### src/hw/ctw_timer_defs.vh
// register map, field positions, reset values and timing counts
`ifndef CTW_TIMER_DEFS_VH
`define CTW_TIMER_DEFS_VH
// register byte offsets
`define CTW_STATUS_CONTROL_ADDR 4'h0
`define CTW_COUNT_VALUE_ADDR    4'h4
`define CTW_WATCHDOG_CLEAR_ADDR 4'h8
`define CTW_MODE_CONTROL_ADDR   4'hc
// status/control field positions
`define CTW_OVF_FLAG_BIT        7
`define CTW_PER_FLAG_BIT        6
`define CTW_OVF_IE_BIT          5
`define CTW_PER_IE_BIT          4
`define CTW_OVF_FLAG_RST_BIT    3
`define CTW_PER_FLAG_RST_BIT    2
`define CTW_RATE_HI_BIT         1
`define CTW_RATE_LO_BIT         0
`define CTW_RATE_RESET          2'h3
// watchdog clear bit in the clear register
`define CTW_WDOG_CLEAR_BIT      0
// mode control field: stop request only
`define CTW_MODE_STOP_BIT       0
// chain geometry
`define CTW_PRESCALE_DIV        3'h3
`define CTW_CHAIN_STAGES        15
`define CTW_WDOG_STAGES         4
`define CTW_WDOG_TIMEOUT        3'h7
// startup delay in bus cycles, short and long
`define CTW_STARTUP_SHORT       16
`define CTW_STARTUP_LONG        4064
// bus response codes
`define CTW_RESP_OKAY           2'h0
`define CTW_RESP_SLVERR         2'h2
`endif

### src/hw/ctw_ripple_chain.v
// prescaler and 15-stage counter chain with per-stage enables
`timescale 1ns/1ns
module ctw_ripple_chain (
   // clock and reset
   input  wire        core_clk,
   input  wire        rst_b,
   // control
   input  wire        chainClear,
   // outputs
   output reg  [14:0] stageCount,
   output wire        stageTick,
   output wire [14:0] stageCarry
);
`include "ctw_timer_defs.vh"

   reg  [1:0] prescaleReg;
   wire       prescaleTick;

   // four bus cycles equal eight oscillator cycles per count
   assign prescaleTick = (prescaleReg == 2'h3); // RULE14

   always @(posedge core_clk or negedge rst_b) begin
      if (!rst_b) begin
         prescaleReg <= 2'h0;
      end else if (chainClear) begin
         prescaleReg <= 2'h0;
      end else begin
         prescaleReg <= prescaleReg + 2'h1;
      end
   end

   assign stageTick = prescaleTick;

   // each stage toggles when all lower stages are ones; synchronous form
   genvar i;
   generate
      for (i = 0; i < `CTW_CHAIN_STAGES; i = i + 1) begin : g_stage
         if (i == 0) begin : g_first
            assign stageCarry[i] = prescaleTick;
         end else begin : g_rest
            assign stageCarry[i] = stageCarry[i-1] & stageCount[i-1];
         end
         always @(posedge core_clk or negedge rst_b) begin
            if (!rst_b) begin
               stageCount[i] <= 1'b0;
            end else if (chainClear) begin
               stageCount[i] <= 1'b0;
            end else if (stageCarry[i]) begin
               stageCount[i] <= ~stageCount[i]; // RULE22
            end
         end
      end
   endgenerate
endmodule

### src/hw/ctw_watchdog.v
// four-stage watchdog counter clocked by the selected periodic tap
`timescale 1ns/1ns
module ctw_watchdog (
   // clock and reset
   input  wire       core_clk,
   input  wire       rst_b,
   // control
   input  wire       wdogEnable,
   input  wire       wdogClear,
   input  wire       wdogStopped,
   input  wire       rateTick,
   // outputs
   output reg  [2:0] wdogCount,
   output reg        wdogTimeout
);
`include "ctw_timer_defs.vh"

   // timeout falls on the eighth tick, 7 to 8 periods after a clear
   always @(posedge core_clk or negedge rst_b) begin
      if (!rst_b) begin
         wdogCount   <= 3'h0;
         wdogTimeout <= 1'b0;
      end else if (!wdogEnable || wdogStopped || wdogClear) begin
         wdogCount   <= 3'h0; // RULE17 RULE19
         wdogTimeout <= 1'b0;
      end else if (rateTick) begin // RULE10 RULE18
         if (wdogCount == `CTW_WDOG_TIMEOUT) begin
            wdogTimeout <= 1'b1; // RULE11 RULE16
         end
         wdogCount <= wdogCount + 3'h1;
      end else begin
         wdogTimeout <= 1'b0;
      end
   end
endmodule

### src/hw/ctw_core_timer.v
// core timer with periodic interrupt, watchdog and AXI4-Lite registers
// What this block does
// RULE1: overflow flag sets on low-byte wrap; reset clears
// RULE2: overflow interrupt when flag and enable set
// RULE3: writing overflow reset bit clears flag only
// RULE4: periodic flag sets on selected tap; interrupt
// RULE5: writing periodic reset bit clears periodic flag
// RULE6: both interrupt enables read/write, reset clears
// RULE7: flag reset bits write-only, read zero
// RULE8: rate select picks divide 2^15 to 2^18
// RULE9: reset sets rate select to longest
// RULE10: selected periodic tap clocks the watchdog
// RULE11: watchdog times out after 7 to 8 periods
// RULE12: software clears watchdog before changing rate
// RULE13: 15-stage chain, low byte readable
// RULE14: one count per four bus cycles
// RULE15: startup delay then chain cleared, reset released
// RULE16: enabled watchdog resets device on timeout
// RULE17: writing zero to clear bit restarts watchdog
// RULE18: watchdog runs in run, wait, halt
// RULE19: stop clears watchdog and gates its clock
// RULE20: halt option turns stop into halt
// RULE21: interrupt requests are level outputs
// RULE22: chain is synchronous with stage enables
`timescale 1ns/1ns
module ctw_core_timer #(
   parameter STARTUP_SHORT = `CTW_STARTUP_SHORT,
   parameter STARTUP_LONG  = `CTW_STARTUP_LONG
) (
   // clock and reset
   input  wire        core_clk,
   input  wire        rst_b,
   // mask options, straps
   input  wire        optWdogEnable,
   input  wire        optHaltForStop,
   input  wire        optLongStartup,
   // axi4-lite write address
   input  wire        s_axi_awvalid,
   output wire        s_axi_awready,
   input  wire [3:0]  s_axi_awaddr,
   // axi4-lite write data
   input  wire        s_axi_wvalid,
   output wire        s_axi_wready,
   input  wire [31:0] s_axi_wdata,
   input  wire [3:0]  s_axi_wstrb,
   // axi4-lite write response
   output reg         s_axi_bvalid,
   input  wire        s_axi_bready,
   output reg  [1:0]  s_axi_bresp,
   // axi4-lite read address
   input  wire        s_axi_arvalid,
   output wire        s_axi_arready,
   input  wire [3:0]  s_axi_araddr,
   // axi4-lite read data
   output reg         s_axi_rvalid,
   input  wire        s_axi_rready,
   output reg  [31:0] s_axi_rdata,
   output reg  [1:0]  s_axi_rresp,
   // interrupt requests and reset out
   output wire        overflowIrq,
   output wire        periodicIrq,
   output reg         deviceReset,
   output wire        stopActive
);
`include "ctw_timer_defs.vh"

   localparam ST_STARTUP = 2'h0;
   localparam ST_RUN     = 2'h1;

   // straps pass two flip-flops before use
   reg  [2:0]  optMeta;
   reg  [2:0]  optSync;
   reg  [1:0]  stateReg;
   reg  [11:0] startCnt;
   reg         overflow_flag;
   reg         periodic_flag;
   reg         overflow_irq_enable;
   reg         periodic_irq_enable;
   reg  [1:0]  rateSelReg;
   reg         stopReg;
   reg         awHeld;
   reg         wHeld;
   reg  [3:0]  awAddrReg;
   reg  [31:0] wDataReg;
   reg  [3:0]  wStrbReg;
   reg         chainClearReg;
   wire [14:0] stageCount;
   wire [14:0] stageCarry;
   wire        stageTick;
   wire        overflowEvent;
   wire        periodicTick;
   wire        wdogTimeout;
   wire [2:0]  wdogCount;
   wire        doWrite;
   wire        wrLane0;
   wire [31:0] wrData;
   wire [3:0]  wrAddr;
   wire        wdogClear;
   wire        wdogStopped;
   wire [11:0] startLimit;
   wire [7:0]  statusByte;

   always @(posedge core_clk or negedge rst_b) begin
      if (!rst_b) begin
         optMeta <= 3'h0;
         optSync <= 3'h0;
      end else begin
         optMeta <= {optLongStartup, optHaltForStop, optWdogEnable};
         optSync <= optMeta;
      end
   end

   // startup delay, then chain cleared again as reset is released
   assign startLimit = optSync[2] ? STARTUP_LONG[11:0] - 12'h1
                                  : STARTUP_SHORT[11:0] - 12'h1;

   always @(posedge core_clk or negedge rst_b) begin
      if (!rst_b) begin
         stateReg      <= ST_STARTUP;
         startCnt      <= 12'h0;
         deviceReset   <= 1'b1;
         chainClearReg <= 1'b1;
      end else begin
         chainClearReg <= 1'b0;
         case (stateReg)
            ST_STARTUP: begin
               if (startCnt == startLimit) begin
                  stateReg      <= ST_RUN; // RULE15
                  deviceReset   <= 1'b0;
                  chainClearReg <= 1'b1;
               end else begin
                  startCnt <= startCnt + 12'h1;
               end
            end
            ST_RUN: begin
               deviceReset <= 1'b0;
               if (wdogTimeout) begin
                  stateReg      <= ST_STARTUP; // RULE16
                  startCnt      <= 12'h0;
                  deviceReset   <= 1'b1;
                  chainClearReg <= 1'b1;
               end
            end
            default: begin
               stateReg <= ST_STARTUP;
            end
         endcase
      end
   end

   ctw_ripple_chain u_chain (
      .core_clk   (core_clk),
      .rst_b      (rst_b),
      .chainClear (chainClearReg),
      .stageCount (stageCount),
      .stageTick  (stageTick),
      .stageCarry (stageCarry)
   );

   // low eight stages wrap from ff to 00
   assign overflowEvent = stageCarry[7] & stageCount[7]; // RULE1 RULE13

   // taps 2^15..2^18 of oscillator = chain stages 11..14 wrapping
   assign periodicTick = stageCarry[11 + rateSelReg] &
                         stageCount[11 + rateSelReg]; // RULE8

   // halt option turns a stop into a halt, so the watchdog keeps going
   assign wdogStopped = stopReg & ~optSync[1]; // RULE19 RULE20
   assign stopActive  = wdogStopped;

   ctw_watchdog u_wdog (
      .core_clk    (core_clk),
      .rst_b       (rst_b),
      .wdogEnable  (optSync[0] & ~deviceReset),
      .wdogClear   (wdogClear),
      .wdogStopped (wdogStopped),
      .rateTick    (periodicTick),
      .wdogCount   (wdogCount),
      .wdogTimeout (wdogTimeout)
   );

   // write channels are held until both have arrived
   assign s_axi_awready = ~awHeld & ~s_axi_bvalid;
   assign s_axi_wready  = ~wHeld & ~s_axi_bvalid;
   assign wrAddr  = awHeld ? awAddrReg : s_axi_awaddr;
   assign wrData  = wHeld ? wDataReg : s_axi_wdata;
   assign doWrite = (awHeld | (s_axi_awvalid & s_axi_awready)) &
                    (wHeld | (s_axi_wvalid & s_axi_wready));
   assign wrLane0 = wHeld ? wStrbReg[0] : s_axi_wstrb[0];

   always @(posedge core_clk or negedge rst_b) begin
      if (!rst_b) begin
         awHeld       <= 1'b0;
         wHeld        <= 1'b0;
         awAddrReg    <= 4'h0;
         wDataReg     <= 32'h0;
         wStrbReg     <= 4'h0;
         s_axi_bvalid <= 1'b0;
         s_axi_bresp  <= `CTW_RESP_OKAY;
      end else begin
         if (s_axi_bvalid && s_axi_bready) begin
            s_axi_bvalid <= 1'b0;
         end
         if (doWrite) begin
            awHeld       <= 1'b0;
            wHeld        <= 1'b0;
            s_axi_bvalid <= 1'b1;
            s_axi_bresp  <= (wrAddr[1:0] == 2'h0 && wrAddr <= 4'hc) ?
                            `CTW_RESP_OKAY : `CTW_RESP_SLVERR;
         end else begin
            if (s_axi_awvalid && s_axi_awready) begin
               awHeld    <= 1'b1;
               awAddrReg <= s_axi_awaddr;
            end
            if (s_axi_wvalid && s_axi_wready) begin
               wHeld    <= 1'b1;
               wDataReg <= s_axi_wdata;
               wStrbReg <= s_axi_wstrb;
            end
         end
      end
   end

   // watchdog restarts on a zero written to its clear bit
   assign wdogClear = doWrite & wrLane0 &
                      (wrAddr == `CTW_WATCHDOG_CLEAR_ADDR) &
                      ~wrData[`CTW_WDOG_CLEAR_BIT]; // RULE17

   // flags: a set in the same cycle as a clear wins
   always @(posedge core_clk or negedge rst_b) begin
      if (!rst_b) begin
         overflow_flag       <= 1'b0;
         periodic_flag       <= 1'b0;
         overflow_irq_enable <= 1'b0;
         periodic_irq_enable <= 1'b0;
         rateSelReg          <= `CTW_RATE_RESET; // RULE9
         stopReg             <= 1'b0;
      end else if (deviceReset) begin
         overflow_flag       <= 1'b0; // RULE1 RULE4
         periodic_flag       <= 1'b0;
         overflow_irq_enable <= 1'b0; // RULE6
         periodic_irq_enable <= 1'b0;
         rateSelReg          <= `CTW_RATE_RESET;
         stopReg             <= 1'b0;
      end else begin
         if (overflowEvent) begin
            overflow_flag <= 1'b1; // RULE1
         end else if (doWrite && wrLane0 &&
                      wrAddr == `CTW_STATUS_CONTROL_ADDR &&
                      wrData[`CTW_OVF_FLAG_RST_BIT]) begin
            overflow_flag <= 1'b0; // RULE3
         end
         if (periodicTick) begin
            periodic_flag <= 1'b1; // RULE4
         end else if (doWrite && wrLane0 &&
                      wrAddr == `CTW_STATUS_CONTROL_ADDR &&
                      wrData[`CTW_PER_FLAG_RST_BIT]) begin
            periodic_flag <= 1'b0; // RULE5
         end
         if (doWrite && wrLane0 &&
             wrAddr == `CTW_STATUS_CONTROL_ADDR) begin
            overflow_irq_enable <= wrData[`CTW_OVF_IE_BIT]; // RULE6
            periodic_irq_enable <= wrData[`CTW_PER_IE_BIT];
            rateSelReg <= wrData[`CTW_RATE_HI_BIT:`CTW_RATE_LO_BIT];
         end
         if (doWrite && wrLane0 &&
             wrAddr == `CTW_MODE_CONTROL_ADDR) begin
            stopReg <= wrData[`CTW_MODE_STOP_BIT];
         end
      end
   end

   // level requests toward the processor
   assign overflowIrq = overflow_flag & overflow_irq_enable; // RULE2 RULE21
   assign periodicIrq = periodic_flag & periodic_irq_enable; // RULE4 RULE21

   // reset bits always read zero
   assign statusByte = {overflow_flag, periodic_flag,
                        overflow_irq_enable, periodic_irq_enable,
                        2'h0, rateSelReg}; // RULE7

   assign s_axi_arready = ~s_axi_rvalid;

   always @(posedge core_clk or negedge rst_b) begin
      if (!rst_b) begin
         s_axi_rvalid <= 1'b0;
         s_axi_rdata  <= 32'h0;
         s_axi_rresp  <= `CTW_RESP_OKAY;
      end else if (s_axi_arvalid && s_axi_arready) begin
         s_axi_rvalid <= 1'b1;
         s_axi_rresp  <= `CTW_RESP_OKAY;
         case (s_axi_araddr)
            `CTW_STATUS_CONTROL_ADDR: s_axi_rdata <= {24'h0, statusByte};
            `CTW_COUNT_VALUE_ADDR: begin
               s_axi_rdata <= {24'h0, stageCount[7:0]}; // RULE13
            end
            `CTW_WATCHDOG_CLEAR_ADDR: s_axi_rdata <= 32'h0;
            `CTW_MODE_CONTROL_ADDR: s_axi_rdata <= {31'h0, stopReg};
            default: begin
               s_axi_rdata <= 32'h0;
               s_axi_rresp <= `CTW_RESP_SLVERR;
            end
         endcase
      end else if (s_axi_rvalid && s_axi_rready) begin
         s_axi_rvalid <= 1'b0;
      end
   end
endmodule

### config.mk
export PLATFORM = sky130hd
export DESIGN_NAME = ctw_core_timer
export DESIGN_NICKNAME = d
export VERILOG_FILES = /design/src/hw/ctw_ripple_chain.v /design/src/hw/ctw_watchdog.v /design/src/hw/ctw_core_timer.v
export VERILOG_INCLUDE_DIRS = /design/src /design/src/hw
export SDC_FILE = /design/constraint.sdc
export NUM_CORES = 1
export LEC_CHECK = 0
export BUFFER_PORTS_ARGS = -buffer_cell sky130_fd_sc_hd__buf_2
export CELL_PAD_IN_SITES_DETAIL_PLACEMENT = 0
export CELL_PAD_IN_SITES_GLOBAL_PLACEMENT = 1
export CORE_UTILIZATION = 30
export CTS_BUF_LIST = sky130_fd_sc_hd__clkbuf_4
export DETAILED_ROUTE_END_ITERATION = 6
export GPL_ROUTABILITY_DRIVEN = 0
export PLACE_DENSITY_LB_ADDON = 0.15
export SYNTH_ARGS = -nofsm -noshare
export SYNTH_HDL_FRONTEND = slang
export SYNTH_SLANG_ARGS = --single-unit
### constraint.sdc
create_clock -name core_clk -period 3.8 [get_ports core_clk]
set_input_delay 0.19 -clock core_clk [delete_from_list [all_inputs] [get_ports core_clk]]
set_output_delay 0.19 -clock core_clk [all_outputs]
set_load 0.01 [all_outputs]
# After elaboration in Yosys (flattened, before gate mapping)
# Cells that the tools add are included.
# totals
output_inout_bits	45
inputBits	54
word_cells	240
register_bits	101
# classes
order_cmp	2
reduce_logical	49
eq_ne	13
muxes	80
n_addsub	4
bitwise	52
# op_table
op	n
1-bit 2-to-1 mux	59
2-bit nonzero test	23
12-bit 2-to-1 mux	3
1-bit bitwise AND	27
12-bit one-hot mux with 2 select lines	1
8-bit one-hot mux with 3 select lines	1
1-bit NOT	23
4-bit equality test (second input constant)	4
2-bit 2-to-1 mux	7
12-bit by 1-bit adder with 12-bit output (second input constant)	1
12-bit equality test	1
1-bit logical AND	11
1-bit binary-select mux with 4-bit select	2
4-bit logical NOT	2
2-bit AND reduction	4
3-bit 2-to-1 mux	2
6-bit 2-to-1 mux	1
3-bit nonzero test	2
4-bit by 2-bit adder with 5-bit output (first input constant)	1
5-bit less-than comparator (second input constant)	1
4-bit by 3-bit equality test with 1-bit output (second input constant)	1
4-bit less-or-equal comparator (second input constant)	1
2-bit logical NOT	2
4-bit 2-to-1 mux	1
other kinds (15)	19

# Depth between registers and ports, before layout
# logic_depth
ltp_word	20
ltp_mapped	7
depth_no_buf	7

# Cells and area by module
# Synthesis repeated with hierarchy kept, for this count alone.
# unflattened
cells_unflattened	366
hier_area_um2	3816.2
# by_module_without_submodules
mod	instances	cells_each	seq_area_each_um2	area_each_um2
ctw_core_timer	1	267	1331.3	2771.4
ctw_ripple_chain	1	84	425.4	859.6
ctw_watchdog	1	15	100.1	185.2

# Worst setup path before layout
# Ideal clock, no wire load.
# synth_timing
path_kind	flip-flop to flip-flop
start	reg rateSelReg[0]
end	reg u_wdog.wdogCount[1]
stages_incl_launch_ff	8
n_path_buf	0
path_slack_ns	1.877
t_required_ns	3.721
arrival_ns	1.843
synth_period_minus_slack_ns	1.923
setup_time_ns	0.079
path_cell_list	dfstp_2 > inv_1 > ha_1 > mux4_2 > o2111ai_1 > nor2_1 > nor2_1 > mux2i_1
# synth_between
elab_chain_cells	5
elab_cells_between_ends	7
classes_between	add/sub: 1; mux: 4; bitwise: 1; reduce/logical: 1
# synth_lines
element	line_no	source
start, declared	ctw_core_timer.v:79	reg [1:0] rateSelReg;
start signal, assigned	ctw_core_timer.v:236	rateSelReg <= `CTW_RATE_RESET;
start signal, assigned	ctw_core_timer.v:243	rateSelReg <= `CTW_RATE_RESET;
start signal, assigned	ctw_core_timer.v:264	rateSelReg <= wrData[`CTW_RATE_HI_BIT:`CTW_RATE_LO_BIT];
4-bit by 2-bit adder with 5-bit output *	ctw_core_timer.v:164, ctw_core_timer.v:165	
1-bit binary-select mux with 4-bit select, on equally long branches	ctw_core_timer.v:164, ctw_core_timer.v:165	
1-bit 2-to-1 mux, on equally long branches	ctw_core_timer.v:164, ctw_core_timer.v:165	
1-bit bitwise AND *	ctw_core_timer.v:164	assign periodicTick = stageCarry[11 + rateSelReg] &
2-bit nonzero test (no source line) *	-	
end signal, assigned	ctw_watchdog.v:30	wdogCount <= wdogCount + 3'h1;
end, declared	ctw_watchdog.v:13	output reg [2:0] wdogCount,
# Mark *: on every way between the ends. The rest lies on a longest branch, timed or not. The select of a mux whose other input is x is not followed.
# A chain may end at the register's enable or synchronous reset.

# Worst setup path after layout
# Same ends and word-level chain as after synthesis.

==> flow_summary.ini <==
[setup_path]
r2r-end = u_wdog.wdogCount[1]
cp_common_cell = nor2_1
critPathLaunch = rateSelReg[0]
crit_type = reg2reg
cp_slowest_stage_delay_ns = 0.63
crit_path_max_fanout = 6
worstPathRequired_ns = 4.17
timing.critical_path.cells = inv_1, ha_1, mux4_2, o2111ai_1, nor2_1, nor2_1, mux2i_1
timing.critical_path.to_type = register
worst_ep_arrival_time_ns = 2.59
start_kind = register
critical_path.slowest_cell = dfstp_2
worstReg2RegStart = rateSelReg[0]
setup.reg_to_reg.worst_slack_ns = 1.58
timing.reg2reg.worst_path_depth = 7

[sta]
tns_ns = 0
max_slew.worst_pin.slew_ns = 0.730
rsz0062_at_grt = no
timing.slew.headroom_pct = 51.4
minimum_hold_slack_ns = 0.0557
period_utilization_pct = 58.4
final.min_clock_period_ns = 2.22
fin_ws_ns = 1.58
hold_viol_final = 0
final-setup-viol-count = 0
max_clock_freq_mhz = 451
final-max-slew-violation-count = 0
worst_setup_skew_after_layout_ns = 0.0163

[synth]
synthXorXnorAreaFrac_pct = 3.99
synthMostInstantiatedCell = dfrtp_1
synth-simple-area-share_pct = 16.7
synth.yosys.seq_area_share_pct = 49.8
synth.area.top_cells = dfrtp_1, buf_4, mux2i_1, mux2_1, nand2_1
asyncSetResetFlopFracSynth_pct = 100
ys_warn_count = 0
synthTopCellsByCount = dfrtp_1, nand2_1, nor2_1
netlist.top_cell.by_area = dfrtp_1
synth_area_um2 = 3730
syn-mean-instance-area_um2 = 10.4
yosys_register_bits = 74
synth_edf_count = 0
synthesis.instances = 357
post-synth-top-area-fraction_pct = 47.0
yosys-mux-area-fraction_pct = 10.3
compound_cell_area_share_of_the_yosys_netlist_pct = 9.80
synth_top_family_by_area = simple AND/OR/NAND/NOR gates
synth_top_flop_cell = dfrtp_1
distinct_cell_type_count_after_synthesis = 57
post_synth_fa_ha_maj_area_fraction_pct = 1.68

[clock_tree]
post_cts_setup_buffer_count = 0
cts_buffers = 9
cts_sinks = 74
htree_num_levels = 3
worst_skew_pair.late_latency_ns = 0.44
cts.root.buffer_cell = clkbuf_4
tritoncts_clock_tree = built
cts_buffer_depth = 2
cts.reportedPaths.clkPinSlew_ns = 0.12

[floorplanning]
die_width_um = 114
top_level_ports = 99
rows = 40
die_height_um = 114
die_outline_area_um2 = 12900
core_region_area_um2 = 12100
initial_core_util_pct = 30.9

[hold_path]
whs_path_depth = 3
holdPathEnd = s_axi_rresp[1]
startpoint_of_the_tightest_hold_check_path = s_axi_araddr[0]
worst_hold_path_type = in2reg

[detailed_routing]
detailedRoute.firstIterationViolations = 132
post_drt_wl_per_cell_um = 12.6
detail_route.vias_per_cell = 4.55
drcViolationCount = 0
routed-via-count = 2678
totalWireLength_um = 7420
antenna_violating_nets_post_route = 0
firstDrtPassIters = 4

[finish]
layout-area-overhead-vs-synth_pct = 15.4
design.final.nets = 475
n_antenna_cell = 0
final-instance-count-excl-fill = 589
drive_above_1_share_pct = 16.9

[global_route]
grt_antenna_before_repair = 0
grt_pass1_wl_um = 13100
largest_net_degree_at_the_start_of_global_routing = 45
track_usage_pct = 13.2
grt_pass1_vias = 2738
grt.overflow.total = 0

[power]
intPower_mw = 1.46
power.density_cell_area_nw_per_um2 = 526
vdd_ir_drop_max_uv = 218
seqPwrFrac_pct = 53.9
total_switching_power_mw = 0.803
share_comb_of_total_power_pct = 26.8
p_leak_nw = 1.99
net_sw_share_pct = 35.5
pwr-share-clk_pct = 19.3
design_power_total_mw = 2.26

[placement]
placement.io_buffers = 43
place.detailed.hpwl_um = 5170
place.detailed.instances = 554
dp_slack_ns = 1.60

[status]
run_status = complete, no violations

[flow_run]
timing.max_cap.violations = 0
[how the worst max path moves through the flow]
stage	endpoint	cells after the start
3_3_place_gp	u_wdog.wdogCount[2]	7
2_1_floorplan	u_wdog.wdogCount[1]	7
4_1_cts	u_wdog.wdogCount[1]	7
3_5_place_dp	u_wdog.wdogCount[1]	7
6_report	u_wdog.wdogCount[1]	7
5_1_grt	u_wdog.wdogCount[1]	7
[metal layers]
layer	wire, um	GRT usage (%)	up-vias	part of all wire (%)
li1	-	-	1324	-
met4	89	3.95	0	1.2
met1	3590	16.6	1278	48
met2	3390	21.1	70	46
met5	0	0	-	0
met3	345	4.89	6	4.7
[placed cells by master, fill, tap and decap left out, types with 3 or more instances in the layout]
cell and count:
ha_1 5, nor2_1 33, nor4_1 4, nand4_1 3
a21oi_1 8, dfrtp_1 70, and2_1 4, o21ai_0 6
nand3_1 12, or3_1 6, nand2_1 33, nor3_1 7
mux2_1 15, xor2_1 10, xnor2_1 7, a211o_1 3
nand3b_1 3, o21a_1 3, mux2i_1 18, clkbuf_4 13
o22ai_1 6, buf_2 43, conb_1 26, inv_1 7
o21ai_1 13, nor2b_1 5, dlygate4sd3_1 19, dfstp_2 4
[power by group through the flow]
stage                     sequential [mW]  clock [mW]  combinational [mW]
after detailed placement             1.24           0               0.603
after floorplan                      1.14           0               0.525
after global placement               1.24           0               0.591
after global routing                 1.27       0.500               0.701
final                                1.22       0.437               0.607
after CTS                            1.23       0.466               0.620
[flip-flops by register name, indices dropped and copies added (netlist names), 2 cells and up]
register / cells
u_chain.stageCount: 15
u_wdog.wdogCount: 3
startCnt: 12
awAddrReg: 4
s_axi_rdata: 8
wDataReg: 6
optSync: 3
optMeta: 3
rateSelReg: 2
u_chain.prescaleReg: 2
[kinds of logic after synthesis]
kind of cell	Yosys count
AO/OA/AOI/OAI	55
XOR/XNOR	17
adder cells (fa/ha/maj)	5
buffers and inverters	48
flip-flops	74
multiplexers	35
other	1
AND/OR/NAND/NOR	122
[what timing repair did]
action,4_1_cts,5_1_grt
endpoints found under the hold margin,46,0
hold buffers,19,0
gates resized for setup,0,0
[through the flow]
stage | instance area, um2 | util (%)
finish | 4300 | 35.7
global route | 4300 | 35.7
detailed placement | 4000 | 33.2
floorplan | 3820 | -
CTS | 4300 | 35.7
global placement | 4000 | 33.2
[layout make-up]
class                      instances  area (um2)
clock inverter                     3        16.3
fill                            1227        7760
inverter                           8        30.0
sequential                        74        1860
timing repair buffer              63         413
tap                              168         210
clock buffer                      13        97.6
multi-input combinational        260        1680
[critical path, delay by kind of cell (launching register included)]
family | cells | cell delay, ns
AOI/OAI and AO/OA | 1 | 0.11
adders and majority gates | 1 | 0.36
buffers and inverters | 1 | 0.08
DFF | 1 | 0.63
muxes | 2 | 0.54
and+or+nand+nor | 2 | 0.41
Power figures use the tool's default switching activity.
